### src/inc/mfd_map.svh
// Operation
// Only enabled axes are compared, and an axis is a candidate when its magnitude is above the threshold.
// A sample whose magnitude is below the threshold never makes a candidate on any axis.
// With OR combination the condition holds when any enabled axis is a candidate.
// With AND combination the condition holds only when all enabled axes are candidates together.
// The event is raised only after the condition has held for more than the debounce count.
// With latching on, the event interrupt and status stay held until software reads the status.
// With latching off, the interrupt follows the event and the status shows the latest event.
// Factory default sets for motion and for freefall can be chosen instead of the user values.
// New threshold and debounce values take effect only when software applies them.
// In decrement mode a false sample before the debounce count is reached steps the count down.
// In clear mode a false sample before the debounce count is reached returns the count to zero.
// The status reports the triggering axes and the sign of each triggering axis.
// The debounce count advances once per sample while the condition holds.
`ifndef MFD_MAP_SVH
`define MFD_MAP_SVH

// ****************************************************************
// Register offsets
// ****************************************************************
`define MFD_CTRL_OFF      8'h00
`define MFD_THR_OFF       8'h04
`define MFD_DBNC_OFF      8'h08
`define MFD_APPLY_OFF     8'h0C
`define MFD_EVT_STAT_OFF  8'h10
`define MFD_IRQ_STAT_OFF  8'h14
`define MFD_IRQ_MASK_OFF  8'h18
`define MFD_DBNC_CNT_OFF  8'h1C

// ****************************************************************
// Control fields
// ****************************************************************
`define MFD_CTRL_XEN      0
`define MFD_CTRL_YEN      1
`define MFD_CTRL_ZEN      2
`define MFD_CTRL_AND      3
`define MFD_CTRL_LATCH    4
`define MFD_CTRL_DEC      5
`define MFD_CTRL_DEF_MOT  6
`define MFD_CTRL_DEF_FF   7
`define MFD_CTRL_RST      8'h07

// ****************************************************************
// Status fields and reset values
// ****************************************************************
`define MFD_EVT_NEG_LSB   3
`define MFD_EVT_FLAG      7
`define MFD_IRQ_START     0
`define MFD_IRQ_END       1
`define MFD_IRQ_MASK_RST  2'h0
`define MFD_THR_RST       12'h100
`define MFD_DBNC_RST      8'h04

// ****************************************************************
// Factory default sets
// ****************************************************************
`define MFD_MOT_THR       12'h100
`define MFD_MOT_DBNC      8'h02
`define MFD_FF_THR        12'h080
`define MFD_FF_DBNC       8'h06

`endif

### src/inc/mfd_pkg.sv
// ****************************************************************
// Types shared by the detector files
// ****************************************************************
package mfd_pkg;

  // Debounce states, one-hot.
  typedef enum logic [2:0] {
    MFD_IDLE   = 3'b001,
    MFD_COUNT  = 3'b010,
    MFD_ACTIVE = 3'b100
  } mfd_state_e;

endpackage : mfd_pkg

### src/hw/mfd_axis_cmp.sv
`timescale 1ns/1ps
// ****************************************************************
// One axis: magnitude against threshold
// ****************************************************************
module mfd_axis_cmp #(
  parameter int DATA_W = 12
) (
  input  wire logic signed [DATA_W-1:0] sample,
  input  wire logic        [DATA_W-1:0] threshold,
  input  wire logic                     enable,
  output wire logic                     hit,
  output wire logic                     neg
);

  // The most negative sample still fits as an unsigned magnitude.
  wire logic [DATA_W-1:0] magnitude;

  // Sign and magnitude of the sample.
  assign neg       = sample[DATA_W-1];
  assign magnitude = neg ? DATA_W'(~sample + 1'b1) : sample;

  // A disabled axis, or a magnitude at or below threshold, never hits.
  assign hit = enable & (magnitude > threshold);

endmodule : mfd_axis_cmp

### src/hw/mfd_detector.sv
`timescale 1ns/1ps
`include "mfd_map.svh"
// ****************************************************************
// Motion and freefall event detector with APB registers
// ****************************************************************
module mfd_detector
  import mfd_pkg::*;
#(
  parameter int DATA_W = 12,
  parameter int DBNC_W = 8
) (
  input  wire logic                     pclk,
  input  wire logic                     presetn,
  input  wire logic                     psel,
  input  wire logic                     penable,
  input  wire logic                     pwrite,
  input  wire logic [7:0]               paddr,
  input  wire logic [31:0]              pwdata,
  output logic      [31:0]              prdata,
  output logic                          pready,
  output logic                          pslverr,
  input  wire logic                     sample_valid,
  input  wire logic signed [DATA_W-1:0] sample_x,
  input  wire logic signed [DATA_W-1:0] sample_y,
  input  wire logic signed [DATA_W-1:0] sample_z,
  output logic                          evt_int,
  output logic                          irq
);

  // ****************************************************************
  // Declarations
  // ****************************************************************
  logic        [7:0]        ctrl_r;
  logic        [DATA_W-1:0] thr_stage_r;
  logic        [DBNC_W-1:0] dbnc_stage_r;
  logic        [DATA_W-1:0] thr_act_r;
  logic        [DBNC_W-1:0] dbnc_act_r;
  logic        [1:0]        irq_stat_r;
  logic        [1:0]        irq_mask_r;
  logic        [2:0]        evt_axes_r;
  logic        [2:0]        evt_neg_r;
  logic                     evt_int_r;
  logic                     irq_r;
  logic        [31:0]       prdata_r;
  logic                     pready_r;
  logic                     pslverr_r;
  mfd_state_e               state_r;
  mfd_state_e               state_nxt;
  logic        [DBNC_W-1:0] cnt_r;
  logic        [DBNC_W-1:0] cnt_nxt;

  wire logic signed [DATA_W-1:0] sample_arr [3];
  wire logic        [2:0]        hit;
  wire logic        [2:0]        neg;
  wire logic                     use_mot;
  wire logic                     use_ff;
  wire logic        [DATA_W-1:0] eff_thr;
  wire logic        [DBNC_W-1:0] eff_dbnc;
  wire logic        [2:0]        eff_en;
  wire logic                     eff_and;
  wire logic                     latch_en;
  wire logic                     dec_mode;
  wire logic                     cond_or;
  wire logic                     cond_and;
  wire logic                     cond;
  wire logic                     evt_start;
  wire logic                     evt_end;
  wire logic                     capture;
  wire logic                     setup;
  wire logic                     wr_fire;
  wire logic                     rd_fire;
  wire logic                     mapped;
  wire logic                     status_rd;
  wire logic        [31:0]       rd_mux;
  wire logic        [1:0]        irq_stat_nxt;
  wire logic                     evt_int_nxt;

  // ****************************************************************
  // Address decode helper
  // ****************************************************************
  // True when the bus address selects the given register word.
  function automatic logic reg_hit(input logic [7:0] addr, input logic [7:0] off);
    reg_hit = (addr[7:2] == off[7:2]);
  endfunction : reg_hit

  // ****************************************************************
  // APB handshake decode
  // ****************************************************************
  // A setup cycle loads the answer, the following access cycle completes.
  assign setup     = psel & ~penable;
  assign wr_fire   = psel & penable & pready_r & pwrite & ~pslverr_r;
  assign rd_fire   = psel & penable & pready_r & ~pwrite & ~pslverr_r;
  assign status_rd = rd_fire & reg_hit(paddr, `MFD_EVT_STAT_OFF);

  // Only the eight word offsets answer without error.
  assign mapped = reg_hit(paddr, `MFD_CTRL_OFF)     |
                  reg_hit(paddr, `MFD_THR_OFF)      |
                  reg_hit(paddr, `MFD_DBNC_OFF)     |
                  reg_hit(paddr, `MFD_APPLY_OFF)    |
                  reg_hit(paddr, `MFD_EVT_STAT_OFF) |
                  reg_hit(paddr, `MFD_IRQ_STAT_OFF) |
                  reg_hit(paddr, `MFD_IRQ_MASK_OFF) |
                  reg_hit(paddr, `MFD_DBNC_CNT_OFF);

  // ****************************************************************
  // Effective parameter selection
  // ****************************************************************
  // Motion defaults win when both default sets are chosen.
  assign use_mot  = ctrl_r[`MFD_CTRL_DEF_MOT];
  assign use_ff   = ~use_mot & ctrl_r[`MFD_CTRL_DEF_FF];

  // A default set replaces threshold, debounce, axes and combination.
  assign eff_thr  = use_mot ? DATA_W'(`MFD_MOT_THR) :
                    use_ff  ? DATA_W'(`MFD_FF_THR)  : thr_act_r;
  assign eff_dbnc = use_mot ? DBNC_W'(`MFD_MOT_DBNC) :
                    use_ff  ? DBNC_W'(`MFD_FF_DBNC)  : dbnc_act_r;
  assign eff_en   = (use_mot | use_ff) ? 3'h7 : ctrl_r[`MFD_CTRL_ZEN:`MFD_CTRL_XEN];
  assign eff_and  = use_mot ? 1'b0 : (use_ff ? 1'b1 : ctrl_r[`MFD_CTRL_AND]);
  assign latch_en = ctrl_r[`MFD_CTRL_LATCH];
  assign dec_mode = ctrl_r[`MFD_CTRL_DEC];

  // ****************************************************************
  // Per-axis comparison
  // ****************************************************************
  assign sample_arr[0] = sample_x;
  assign sample_arr[1] = sample_y;
  assign sample_arr[2] = sample_z;

  // One comparator per axis.
  generate
    for (genvar i = 0; i < 3; i++) begin : g_axis
      mfd_axis_cmp #(
        .DATA_W    (DATA_W)
      ) u_cmp (
        .sample    (sample_arr[i]),
        .threshold (eff_thr),
        .enable    (eff_en[i]),
        .hit       (hit[i]),
        .neg       (neg[i])
      );
    end
  endgenerate

  // ****************************************************************
  // Axis combination
  // ****************************************************************
  // AND needs every enabled axis and at least one enabled axis.
  assign cond_or  = |hit;
  assign cond_and = (&(hit | ~eff_en)) & (|eff_en);
  assign cond     = eff_and ? cond_and : cond_or;

  // ****************************************************************
  // Debounce state machine
  // ****************************************************************
  // The counter moves only on a sample strobe.
  always_comb begin
    state_nxt = state_r;
    cnt_nxt   = cnt_r;
    unique case (state_r)
      MFD_IDLE: begin
        if (sample_valid && cond) begin
          if (cnt_r >= eff_dbnc) begin
            state_nxt = MFD_ACTIVE;
          end else begin
            state_nxt = MFD_COUNT;
            cnt_nxt   = DBNC_W'(cnt_r + 1'b1);
          end
        end
      end
      MFD_COUNT: begin
        if (sample_valid && cond) begin
          if (cnt_r >= eff_dbnc) begin
            state_nxt = MFD_ACTIVE;
          end else begin
            cnt_nxt = DBNC_W'(cnt_r + 1'b1);
          end
        end else if (sample_valid) begin
          if (dec_mode) begin
            cnt_nxt = DBNC_W'(cnt_r - 1'b1);
            if (cnt_r == DBNC_W'(1)) begin
              state_nxt = MFD_IDLE;
            end
          end else begin
            cnt_nxt   = '0;
            state_nxt = MFD_IDLE;
          end
        end
      end
      MFD_ACTIVE: begin
        if (sample_valid && !cond) begin
          state_nxt = MFD_IDLE;
          cnt_nxt   = '0;
        end
      end
      default: begin
        state_nxt = MFD_IDLE;
        cnt_nxt   = '0;
      end
    endcase
  end

  // State and counter registers.
  always_ff @(posedge pclk or negedge presetn) begin
    if (!presetn) begin
      state_r <= MFD_IDLE;
      cnt_r   <= '0;
    end else begin
      state_r <= state_nxt;
      cnt_r   <= cnt_nxt;
    end
  end

  // ****************************************************************
  // Event edges, status capture and event interrupt
  // ****************************************************************
  assign evt_start = (state_r != MFD_ACTIVE) & (state_nxt == MFD_ACTIVE);
  assign evt_end   = (state_r == MFD_ACTIVE) & (state_nxt != MFD_ACTIVE);

  // A held latched status is not overwritten until it has been read.
  assign capture = evt_start & (~latch_en | ~evt_int_r | status_rd);

  // Latched: a new event wins over a read in the same cycle.
  assign evt_int_nxt = latch_en ? (evt_start | (evt_int_r & ~status_rd))
                                : (state_nxt == MFD_ACTIVE);

  // Event status and interrupt registers.
  always_ff @(posedge pclk or negedge presetn) begin
    if (!presetn) begin
      evt_axes_r <= '0;
      evt_neg_r  <= '0;
      evt_int_r  <= 1'b0;
    end else begin
      if (capture) begin
        evt_axes_r <= hit;
        evt_neg_r  <= neg & hit;
      end
      evt_int_r <= evt_int_nxt;
    end
  end

  // ****************************************************************
  // Sticky interrupt status
  // ****************************************************************
  // Setting wins over a write-one-to-clear in the same cycle.
  assign irq_stat_nxt = (irq_stat_r & ~((wr_fire & reg_hit(paddr, `MFD_IRQ_STAT_OFF))
                                        ? pwdata[1:0] : 2'h0))
                        | {evt_end, evt_start};

  // Interrupt status and level output.
  always_ff @(posedge pclk or negedge presetn) begin
    if (!presetn) begin
      irq_stat_r <= '0;
      irq_r      <= 1'b0;
    end else begin
      irq_stat_r <= irq_stat_nxt;
      irq_r      <= |(irq_stat_r & irq_mask_r);
    end
  end

  // ****************************************************************
  // Configuration registers
  // ****************************************************************
  // Thresholds are staged and reach the detector only on apply.
  always_ff @(posedge pclk or negedge presetn) begin
    if (!presetn) begin
      ctrl_r       <= `MFD_CTRL_RST;
      thr_stage_r  <= DATA_W'(`MFD_THR_RST);
      dbnc_stage_r <= DBNC_W'(`MFD_DBNC_RST);
      thr_act_r    <= DATA_W'(`MFD_THR_RST);
      dbnc_act_r   <= DBNC_W'(`MFD_DBNC_RST);
      irq_mask_r   <= `MFD_IRQ_MASK_RST;
    end else if (wr_fire) begin
      if (reg_hit(paddr, `MFD_CTRL_OFF)) begin
        ctrl_r <= pwdata[7:0];
      end
      if (reg_hit(paddr, `MFD_THR_OFF)) begin
        thr_stage_r <= pwdata[DATA_W-1:0];
      end
      if (reg_hit(paddr, `MFD_DBNC_OFF)) begin
        dbnc_stage_r <= pwdata[DBNC_W-1:0];
      end
      if (reg_hit(paddr, `MFD_APPLY_OFF) && pwdata[0]) begin
        thr_act_r  <= thr_stage_r;
        dbnc_act_r <= dbnc_stage_r;
      end
      if (reg_hit(paddr, `MFD_IRQ_MASK_OFF)) begin
        irq_mask_r <= pwdata[1:0];
      end
    end
  end

  // ****************************************************************
  // Read data selection
  // ****************************************************************
  // Unused upper bits read as zero.
  assign rd_mux =
    reg_hit(paddr, `MFD_CTRL_OFF)     ? {24'h0, ctrl_r} :
    reg_hit(paddr, `MFD_THR_OFF)      ? {{(32-DATA_W){1'b0}}, thr_stage_r} :
    reg_hit(paddr, `MFD_DBNC_OFF)     ? {{(32-DBNC_W){1'b0}}, dbnc_stage_r} :
    reg_hit(paddr, `MFD_APPLY_OFF)    ? {{(16-DBNC_W){1'b0}}, dbnc_act_r,
                                         {(16-DATA_W){1'b0}}, thr_act_r} :
    reg_hit(paddr, `MFD_EVT_STAT_OFF) ? {24'h0, evt_int_r, 1'b0, evt_neg_r, evt_axes_r} :
    reg_hit(paddr, `MFD_IRQ_STAT_OFF) ? {30'h0, irq_stat_r} :
    reg_hit(paddr, `MFD_IRQ_MASK_OFF) ? {30'h0, irq_mask_r} :
    reg_hit(paddr, `MFD_DBNC_CNT_OFF) ? {{(29-DBNC_W){1'b0}}, state_r, cnt_r} :
                                        32'h0;

  // ****************************************************************
  // APB answer registers
  // ****************************************************************
  // The answer is loaded in the setup cycle and shown for one access cycle.
  always_ff @(posedge pclk or negedge presetn) begin
    if (!presetn) begin
      pready_r  <= 1'b0;
      pslverr_r <= 1'b0;
      prdata_r  <= '0;
    end else begin
      pready_r  <= setup;
      pslverr_r <= setup & ~mapped;
      if (setup) begin
        prdata_r <= pwrite ? 32'h0 : rd_mux;
      end
    end
  end

  // ****************************************************************
  // Outputs
  // ****************************************************************
  assign prdata  = prdata_r;
  assign pready  = pready_r;
  assign pslverr = pslverr_r;
  assign evt_int = evt_int_r;
  assign irq     = irq_r;

endmodule : mfd_detector

### config.mk
export PLATFORM = sky130hd
export DESIGN_NAME = mfd_detector
export DESIGN_NICKNAME = d
export VERILOG_FILES = /design/src/inc/mfd_pkg.sv /design/src/hw/mfd_axis_cmp.sv /design/src/hw/mfd_detector.sv
export VERILOG_INCLUDE_DIRS = /design/src /design/src/inc
export SDC_FILE = /design/constraint.sdc
export NUM_CORES = 1
export LEC_CHECK = 0
export BUFFER_PORTS_ARGS = -buffer_cell sky130_fd_sc_hd__buf_2
export CAP_MARGIN = 20
export CORE_MARGIN = 4
export CORE_UTILIZATION = 55
export CTS_BUF_LIST = sky130_fd_sc_hd__clkbuf_8
export DETAILED_ROUTE_END_ITERATION = 12
export GPL_TIMING_DRIVEN = 0
export HOLD_SLACK_MARGIN = 0.12
export PLACE_DENSITY = 0.75
export SLEW_MARGIN = 20
export SYNTH_ARGS = -nofsm -noshare
export SYNTH_HDL_FRONTEND = slang
export SYNTH_SLANG_ARGS = --single-unit
### constraint.sdc
create_clock -name pclk -period 10.05 [get_ports pclk]
set_clock_uncertainty 0.1 [all_clocks]
set_input_delay 3.015 -clock pclk [delete_from_list [all_inputs] [get_ports pclk]]
set_output_delay 3.015 -clock pclk [all_outputs]
set_load 0.03 [all_outputs]
==> out/qor.txt, run 1 <==
status: finished clean
Worst slew margin: 0.347
top cell type's share of synthesized area: 0.325
DRC: 0
post-CTS setup buffers: 0
Most used DFF post-synth: dfrtp_1
core area: 11,500 um^2
Max IR drop VDD: 0.110 mV
Mapped Cells: 690
FILL cells: 940
CP Capture Type: flop
die area: 13,700 um^2
First DRT Iteration DRCs: 561
GRT Overall Usage: 0.286
CTS tree: built
delay-heaviest family, CP: compound AO/OA/AOI/OAI gates
area grow syn2layout: 13.2%
R2R Setup Slk: 5.04 ns
register area: 2340 um^2
grt ovf: 0
diode count: 0
crit-path cells: buf_2, or3_1, nor3_1, nand2_1, o41ai_1, xnor2_1, ha_1, a21oi_1, nand2_1, a221o_1, o221ai_1, o221ai_2, a32oi_4, nor2_1, o21ai_1, nand2b_1, buf_6, mux2_4
Avg Cell Area, Syn: 9.49 um^2
# resized after CTS: 0
Slowest-stage cell, CP: a32oi_4
hold path depth: 2
Synthesis Warnings: 0
reg2reg end: evt_axes_r[1]
H-Tree Depth: 3
CP Data Required Time: 10.22 ns
die height: 117 um
Worst-path clk slew: 0.10 ns
TNS Setup: 0 ns
Buf/Inv on CP: 2
Place WS: 2.97 ns
multi-input logic area: 3930 um^2
vias in the first global route: 5,851
EDFF count, synth: 0
GRT met3 Usage: 0.0524
min setup slack post-route: 3.25 ns
DR vias/cell: 6.25
GR Layer Usage met2: 0.470
GR Util met1: 0.388
hold crit path type: flop to flop
DP HPWL: 14.7 mm
CTS buffer count: 9
R2R depth: 16
hold endpoint: prdata[4]
die width: 117 um
Placed Area: 7210 um^2
# setup viols final: 0
Netlist Area Pre-Place: 6550 um^2
DRT Wirelength: 18.9 mm
most frequent cell after synthesis: dfrtp_1
Worst Tran Pin Value: 0.972 ns
Crit path top cell by count: nand2_1
# IOs: 118
First-pass DRT Iterations: 6
Tmin final: 6.80 ns
Clock Path Buffers: 2
Fin. Hold Viols: 0
Starting Density: 0.569
WS Path Type: input pin to flop
layout net count: 926
Setup crit start kind: input pin
Finished Cell Area: 7410 um^2
Tot Pwr: 0.000886 W
Critical Path Max Stage Delay: 0.44 ns
Netlist cell types: 72
f_max: 147 MHz
max_cap viols: 0
area leader, netlist: dfrtp_1
layout cell share with drive strength beyond 1: 0.239
Synth async-reset ratio: 1.00
pwr/cell area: 120 nW/um^2
CP arrival: 6.98 ns
worst skew pair latency: 0.38 ns
first-pass GRT wire length: 30.1 mm
flops & latches, synth: 93
hold_sp: prdata[4]
# port buffers: 81
Pleak: 3.48 nW
Seq/Total Area, Yosys: 0.357
RePlAce Congestion: 1.01
layer with the highest usage: met2
crit path max fanout: 10
Rows: 39
clk sinks: 93
Slew Limit Fails: 0
DRT antenna net count: 0
pin count of the biggest net entering global routing: 56
cts hold-fix bufs: 0
initial antenna violation count: 0
most frequent cells after synthesis: dfrtp_1, nand2_1, mux2_2, ha_1, nor2_1
Final period util: 0.677
worst reg2reg startpoint: ctrl_r[7]
vias after detailed routing: 5,892
WL per Instance: 20.1 um
largest cells by area after synthesis: dfrtp_1, ha_1, mux2_2
root buf cell: clkbuf_8
RSZ-0062 raised after global routing: false
metrics by stage:
step	std cells	util	hold slack (ns)
2_1_floorplan	701	-	0.362
4_1_cts	942	0.644	0.389
3_3_place_gp	925	0.623	0.367
6_report	942	0.644	0.387
5_1_grt	942	0.644	0.430
3_5_place_dp	926	0.626	0.363
placed cells by master (no fill, tap or decap), drive strengths merged, types with 4 or more instances in the layout:
master / instances
xnor2: 25
o221ai: 4
nand3: 11
o22ai: 6
a32oi: 4
nand2: 80
dfrtp: 85
a22oi: 4
inv: 27
a21boi: 5
dfstp: 8
nor4: 5
nor3: 18
o41ai: 9
nand4: 14
mux2i: 5
nor2b: 5
a211oi: 7
nor2: 44
clkbuf: 32
o21ai: 38
and3: 4
a22o: 11
a21oi: 29
or3: 9
buf: 103
o21bai: 5
o31ai: 13
nand2b: 22
conb: 12
ha: 50
mux2: 58
and2: 5
sequential cells by signal (all words and copies together), names as in the netlist:
name	count
cnt_r	8
ctrl_r	8
dbnc_act_r	8
dbnc_stage_r	8
evt_axes_r	3
evt_int	1
evt_neg_r	3
irq	1
irq_mask_r	2
irq_stat_r	2
prdata	20
pready	1
pslverr	1
state_r	3
thr_act_r	12
thr_stage_r	12
cell families (layout without fill, tap and decap cells):
logic type / after synthesis / in the layout / synth area share
AOI/OAI and AO/OA: 158 / 158 / 0.177
xor gates and xnor gates: 27 / 27 / 0.0361
adders and majority gates: 50 / 50 / 0.0955
buffers and inverters: 67 / 165 / 0.0489
DFF: 93 / 93 / 0.357
muxes: 65 / 65 / 0.116
other: 1 / 12 / 0.000573
and+or+nand+nor: 229 / 229 / 0.169
final cells by class:
class	count	area share
Buffer	43	0.0310
Inverter	24	0.0121
Sequential cell	93	0.315
Clock buffer	10	0.0186
Timing Repair Buffer	82	0.0592
Multi-Input combinational cell	541	0.530
Tap cell	143	0.0241
Clock inverter	6	0.00945
tightest hold or removal path, delay by kind of cell (launching register included):
family	cells	cell delay, ns
AOI/OAI and AO/OA	1	0.06
and+or+nand+nor	1	0.05
DFF	1	0.35
power by group:
part           total, W  internal, W  switching [W]  leakage [nW]
Clock          0.000269     0.000124       0.000145         0.106
Combinational  0.000207    0.0000828       0.000124          2.13
Sequential     0.000411     0.000391      0.0000195          1.25
Total          0.000886     0.000598       0.000288          3.48
how the worst max path moves through the flow:
stage	start	endpoint	slack (ns)	cells after the start
CTS	sample_x[3]	evt_axes_r[1]	3.29	18
global route	sample_x[3]	evt_axes_r[1]	3.00	18
floorplan	sample_x[3]	evt_axes_r[0]	3.50	17
detailed placement	sample_x[3]	evt_axes_r[1]	2.97	17
finish	sample_x[3]	evt_axes_r[1]	3.25	18
global placement	sample_x[3]	evt_axes_r[2]	3.01	18
metal layers:
metal  wire [um]  share of wire
met5           0              0
met4         489          0.026
met1        8020           0.42
met3        1460          0.077
met2        8980           0.47
No activity file was read; power rests on OpenSTA's default activity.
==> run 2: changes to the inputs <==
--- a/config.mk
+++ b/config.mk
@@ -9,7 +9,7 @@
 export BUFFER_PORTS_ARGS = -buffer_cell sky130_fd_sc_hd__buf_2
 export CAP_MARGIN = 20
 export CORE_MARGIN = 4
-export CORE_UTILIZATION = 55
+export CORE_UTILIZATION = 53
 export CTS_BUF_LIST = sky130_fd_sc_hd__clkbuf_8
 export DETAILED_ROUTE_END_ITERATION = 12
 export GPL_TIMING_DRIVEN = 0
==> constraint.sdc (replaced) <==
create_clock -name pclk -period 5.5 [get_ports pclk]
set_clock_uncertainty 0.1 [all_clocks]
set_input_delay 1.65 -clock pclk [delete_from_list [all_inputs] [get_ports pclk]]
set_output_delay 1.65 -clock pclk [all_outputs]
set_load 0.03 [all_outputs]
==> run 2 against run 1 <==
- cell count up 2.9%
- sequential cell count is the same
- via count decreased by 1.6%
- non-clock buffer count grew 2
- design area is 1.0% higher
- die area up 3.5%
- worst hold slack worse by 0.0011 ns
- count of clock-buffer cells in the layout is 1 lower
- first-iteration DRC count is 20% lower
- setup slack got worse by 3.1 ns
- critical path type unchanged
- largest cell class unchanged
- largest power group unchanged
==> out/qor.txt, run 2 (synthesis results as in run 1) <==
Worst slew margin: 0.268 (was 0.347)
RePlAce Congestion: 0.953 (was 1.01)
Pleak: 3.50 nW (was 3.48 nW)
most frequent cells in the layout: dfrtp_1, buf_2, nand2_1 (unchanged)
Worst Tran Pin Value: 1.09 ns (was 0.972 ns)
Clock Path Buffers: 2 (unchanged)
first-pass GRT wire length: 29.4 mm (was 30.1 mm)
layout net count: 928 (was 926)
CTS buffer count: 9 (unchanged)
DRC: 0 (unchanged)
number of flip-flops in the largest register: 20 (unchanged)
DRT antenna net count: 0 (unchanged)
H-Tree Depth: 3 (unchanged)
CP Data Required Time: 5.66 ns (was 10.22 ns)
Starting Density: 0.543 (was 0.569)
hold crit path type: flop to flop (unchanged)
final core occ: 0.621 (was 0.644)
WL per Instance: 19.0 um (was 20.1 um)
Tmin final: 5.31 ns
TNS Setup: 0 ns (unchanged)
clk sinks: 93 (unchanged)
crit path max fanout: 10 (unchanged)
First DRT Iteration DRCs: 449 (was 561)
area grow syn2layout: 14.4% (was 13.2%)
CP Capture Type: flop (unchanged)
Worst-path clk slew: 0.09 ns (was 0.10 ns)
worst skew pair latency: 0.37 ns (was 0.38 ns)
CTS tree: built (unchanged)
Fin. Hold Viols: 0 (unchanged)
cts hold-fix bufs: 0 (unchanged)
die height: 119 um (was 117 um)
Rows: 40 (was 39)
die area: 14,200 um^2 (was 13,700 um^2)
status: finished clean (unchanged)
vias in the first global route: 5,741 (was 5,851)
DR vias/cell: 5.98 (was 6.25)
# port buffers: 81 (unchanged)
DP HPWL: 14.7 mm (about the same)
Setup crit start kind: input pin (unchanged)
Max IR drop VDD: 0.211 mV (was 0.110 mV)
Tot Pwr: 0.00158 W (was 0.000886 W)
# setup viols final: 0 (unchanged)
max_cap viols: 0 (unchanged)
most common cell after layout, fill and taps aside: dfrtp_1 (unchanged)
core area: 12,100 um^2 (was 11,500 um^2)
layout cell share with drive strength beyond 1: 0.252 (was 0.239)
# IOs: 118 (unchanged)
GRT Overall Usage: 0.259 (was 0.286)
root buf cell: clkbuf_8 (unchanged)
Slew Limit Fails: 0 (unchanged)
WS Path Type: input pin to flop (unchanged)
grt ovf: 0 (unchanged)
diode count: 0 (unchanged)
Final period util: 0.965
pwr/cell area: 211 nW/um^2 (was 120 nW/um^2)
DRT Wirelength: 18.4 mm (was 18.9 mm)
pin count of the biggest net entering global routing: 53 (was 56)
f_max: 188 MHz
CP arrival: 5.47 ns (was 6.98 ns)
vias after detailed routing: 5,795 (was 5,892)
First-pass DRT Iterations: 5 (was 6)
initial antenna violation count: 0 (unchanged)
die width: 119 um (was 117 um)
run 2: changes by cell type in the layout (fill, tap and decap cells not counted), sizes merged:
| cell | change |
|---|---|
| buf | +2 |
| clkbuf | -1 |
| inv | +1 |
run 2: where the power goes:
group | internal [W] | total (W) | switching [W]
clock | 0.000210 | 0.000459 | 0.000249
combinational | 0.000152 | 0.000377 | 0.000225
sequential | 0.000715 | 0.000748 | 0.0000336
run 2: path summary, 6_finish.rpt:
path                            slack [ns]        start  cells after the start    endpoint
worst min-delay path                  0.39    prdata[7]                      2   prdata[7]
worst min register to register        0.39    prdata[7]                      2   prdata[7]
worst max register to register        0.81    ctrl_r[6]                     15    cnt_r[4]
min in group asynchronous             1.17      presetn                      1  state_r[1]
max in group asynchronous             3.43      presetn                      2   ctrl_r[2]
worst max-delay path                  0.19  sample_x[3]                     18    cnt_r[4]
run 2: stage by stage:
step                      cells  area, um^2  worst slack (ns)  hold WS (ns)
after floorplan             701        6590             0.315         0.362
after global placement      950        7200            -0.256         0.366
after detailed placement    951        7230            -0.366         0.362
after CTS                   967        7430            0.0170         0.395
after global routing        969        7490          -0.00619         0.427
final                       969        7490             0.192         0.386
run 2: critical path, stage by stage:
cell and delay, ns:
buf_2 0.12, or3_1 0.42, nor3_2 0.16, nand3_1 0.19, o31ai_2 0.25, xnor2_1 0.17
ha_1 0.27, nand4_1 0.16, inv_1 0.06, a221o_1 0.37, o221ai_1 0.22, o221ai_2 0.18
a32oi_4 0.34, and2b_2 0.25, buf_6 0.16, a221oi_2 0.07, o2bb2ai_1 0.16, a41oi_2 0.27
run 2: metal layers:
layer	track usage	routed length (um)	vias to the layer above
met3	0.0518	1270	35
met5	0	0	-
met2	0.412	8520	212
met4	0.0797	509	0
met1	0.357	8100	2838
li1	-	-	2710
run 2: cell type report:
| class | count | area [um^2] |
|---|---|---|
| fillers | 1047 | 4570 |
| plain buffers | 43 | 230 |
| clock inverters | 7 | 67.6 |
| well taps | 168 | 210 |
| inverters | 24 | 90.1 |
| multi-input cells | 541 | 3980 |
| repair buffers | 84 | 450 |
| clock buffers | 9 | 124 |
| flip-flops and latches | 93 | 2340 |
run 2: timing repair:
action                     in CTS  in global routing
pin swaps                       1                  1
setup buffers                   0                  2
setup endpoints to repair       1                 11
resized for setup               0                 11
==> run 3: changes to the inputs <==
--- a/config.mk
+++ b/config.mk
@@ -18,4 +18,5 @@
 export SLEW_MARGIN = 20
 export SYNTH_ARGS = -nofsm -noshare
 export SYNTH_HDL_FRONTEND = slang
+export SYNTH_HIERARCHICAL = 1
 export SYNTH_SLANG_ARGS = --single-unit
==> run 3 against run 2 <==
- register-to-register slack better by 0.16 ns
- largest power group unchanged
- highest routed layer unchanged
- design area up 4.5%
- combinational power is 2% lower
==> out/qor.txt, run 3 <==
top cell type's share of synthesized area: 0.310 (was 0.325)
First DRT Iteration DRCs: 433 (was 449)
Worst Tran Pin Value: 0.949 ns (was 1.09 ns)
f_max: 185 MHz (was 188 MHz)
Critical Path Max Stage Delay: 0.54 ns (was 0.42 ns)
delay-heaviest family, CP: simple AND/OR/NAND/NOR gates (was compound AO/OA/AOI/OAI gates)
Fin. Hold Viols: 0 (unchanged)
most frequent cells after synthesis: dfrtp_1, inv_1, ha_1, nand2_1 (was dfrtp_1, nand2_1, mux2_2, ha_1, nor2_1)
Mapped Cells: 702 (was 690)
Pleak: 3.60 nW (was 3.50 nW)
hold crit path type: flop to flop (unchanged)
crit-path cells: buf_2, or4_4, or2_4, o41ai_4, xnor2_1, ha_1, nand4_1, a211o_1, a31oi_4, nor3_1, or2_4, o21a_2, or4_4, nor2b_2, buf_6, mux2_4 (was buf_2, or3_1, nor3_2, nand3_1, o31ai_2, xnor2_1, ha_1, nand4_1, inv_1, a221o_1, o221ai_1, o221ai_2, a32oi_4, and2b_2, buf_6, a221oi_2, o2bb2ai_1, a41oi_2)
Clock Path Buffers: 2 (unchanged)
cts hold-fix bufs: 0 (unchanged)
EDFF count, synth: 0 (unchanged)
CP Capture Type: flop (unchanged)
post-CTS setup buffers: 0 (unchanged)
# port buffers: 81 (unchanged)
Most used DFF post-synth: dfrtp_1 (unchanged)
RePlAce Congestion: 0.922 (was 0.953)
Netlist Area Pre-Place: 6860 um^2 (was 6550 um^2)
Rows: 41 (was 40)
die height: 122 um (was 119 um)
Tot Pwr: 0.00159 W (was 0.00158 W)
Worst slew margin: 0.366 (was 0.268)
pwr/cell area: 203 nW/um^2 (was 211 nW/um^2)
flops & latches, synth: 93 (unchanged)
number of flip-flops in the largest register: 20 (unchanged)
core area: 12,600 um^2 (was 12,100 um^2)
diode count: 0 (unchanged)
grt ovf: 0 (unchanged)
Synthesis Warnings: 6 (was 0)
layout net count: 938 (was 928)
DRC: 0 (unchanged)
register area: 2340 um^2 (unchanged)
WS Path Type: input pin to flop (unchanged)
TNS Setup: 0 ns (unchanged)
crit path max fanout: 6 (was 10)
Slew Limit Fails: 0 (unchanged)
root buf cell: clkbuf_8 (unchanged)
DP HPWL: 14.3 mm (was 14.7 mm)
First-pass DRT Iterations: 5 (unchanged)
# IOs: 118 (unchanged)
area leader, netlist: dfrtp_1 (unchanged)
area grow syn2layout: 14.2% (was 14.4%)
CP arrival: 5.55 ns (was 5.47 ns)
placed insts: 967 (was 951)
multi-input logic area: 4170 um^2 (was 3980 um^2)
Final period util: 0.981 (was 0.965)
CTS buffer count: 9 (unchanged)
GRT Overall Usage: 0.251 (was 0.259)
Setup crit start kind: input pin (unchanged)
Max IR drop VDD: 0.187 mV (was 0.211 mV)
Buf/Inv on CP: 2 (was 3)
clk sinks: 93 (unchanged)
Slowest-stage cell, CP: or4_4 (was or3_1)
status: finished clean (unchanged)
DRT Wirelength: 18.6 mm (was 18.4 mm)
CTS tree: built (unchanged)
most frequent cells in the layout: buf_2, dfrtp_1, inv_1 (was dfrtp_1, buf_2, nand2_1)
layout cell share with drive strength beyond 1: 0.264 (was 0.252)
vias after detailed routing: 5,890 (was 5,795)
Worst-path clk slew: 0.10 ns (was 0.09 ns)
max_cap viols: 0 (unchanged)
Synth async-reset ratio: 1.00 (unchanged)
Starting Density: 0.543 (about the same)
H-Tree Depth: 3 (unchanged)
most common cell after layout, fill and taps aside: buf_2 (was dfrtp_1)
Netlist cell types: 82 (was 72)
CP Data Required Time: 5.66 ns (about the same)
# setup viols final: 0 (unchanged)
DRT antenna net count: 0 (unchanged)
Non-Filler Instances: 983 (was 969)
Avg Cell Area, Syn: 9.77 um^2 (was 9.49 um^2)
DR vias/cell: 5.99 (was 5.98)
initial antenna violation count: 0 (unchanged)
die width: 122 um (was 119 um)
vias in the first global route: 5,827 (was 5,741)
pin count of the biggest net entering global routing: 53 (unchanged)
Hold Slack: 0.386 ns (about the same)
die area: 14,800 um^2 (was 14,200 um^2)
Tmin final: 5.39 ns (was 5.31 ns)
first-pass GRT wire length: 29.7 mm (was 29.4 mm)
FILL cells: 1,089 (was 1,047)
Seq/Total Area, Yosys: 0.341 (was 0.357)
worst skew pair latency: 0.38 ns (was 0.37 ns)
most frequent cell after synthesis: dfrtp_1 (unchanged)
WL per Instance: 18.9 um (was 19.0 um)
largest cells by area after synthesis: dfrtp_1, ha_1, mux2_2 (unchanged)
-- run 3: cell count changes after synthesis, moves of 6 or more --
cell	change
a221oi_1	+9
a22oi_1	+6
and2_1	+11
clkbuf_1	-7
inv_1	+30
mux2_1	+6
mux2_2	-19
mux2_4	+9
mux2i_1	+6
nand2_1	-32
nor2_1	-15
nor3_1	-7
o211ai_1	+6
-- run 3: report_power, final --
part           total (W)  internal [W]  switching [W]
clock           0.000468      0.000182       0.000287
sequential      0.000749      0.000714      0.0000349
combinational   0.000369      0.000147       0.000222
total            0.00159       0.00104       0.000543
-- run 3: cells by family after synthesis --
| kind of cell | Yosys count | synth area share |
|---|---|---|
| XOR/XNOR | 29 | 0.0370 |
| adder cells (fa/ha/maj) | 50 | 0.0912 |
| multiplexers | 68 | 0.121 |
| flip-flops | 93 | 0.341 |
| AND/OR/NAND/NOR | 203 | 0.171 |
| buffers and inverters | 97 | 0.0670 |
| other | 1 | 0.000547 |
| AO/OA/AOI/OAI | 161 | 0.171 |
-- run 3: layout make-up --
type,instances,share of cell area
multi-input combinational,523,0.533
sequential,93,0.299
timing repair buffer,82,0.0561
buffer,42,0.0323
tap,172,0.0275
inverter,55,0.0264
clock buffer,9,0.0158
clock inverter,7,0.0102
-- run 3: what timing repair did --
item,in CTS,in global routing
gates resized for setup,2,10
endpoints found under the setup margin,4,11
pin swaps,0,1
-- run 3: final timing paths --
path,start,end,slack (ns),depth (start not counted)
worst min register to register,prdata[6],prdata[6],0.39,2
worst max register to register,ctrl_r[7],evt_axes_r[0],0.97,16
max in group asynchronous,presetn,state_r[0],3.58,2
worst max-delay path,sample_y[5],evt_axes_r[0],0.11,16
min in group asynchronous,presetn,prdata[8],1.08,1
worst min-delay path,prdata[6],prdata[6],0.39,2
-- run 3: routing by layer --
layer | routed length, um | track usage | part of all wire | vias up
li1 | - | - | - | 2749
met1 | 7890 | 0.338 | 0.42 | 2904
met2 | 9080 | 0.417 | 0.49 | 198
met3 | 1080 | 0.0422 | 0.058 | 39
met4 | 550 | 0.0777 | 0.030 | 0
met5 | 0 | 0 | 0 | -
-- run 3: per-stage QoR --
stage / setup slack (ns) / cell area [um^2] / util
CTS: 0.0253 / 7770 / 0.616
global placement: -0.353 / 7520 / 0.596
finish: 0.106 / 7830 / 0.620
detailed placement: -0.432 / 7550 / 0.598
global route: -0.0328 / 7830 / 0.620
floorplan: 0.0478 / 6900 / -
-- run 3: tightest hold or removal path, cell delays in order (launching register included) --
cell,delay [ns]
dfrtp_1,0.36
nand2_1,0.05
o31ai_1,0.05
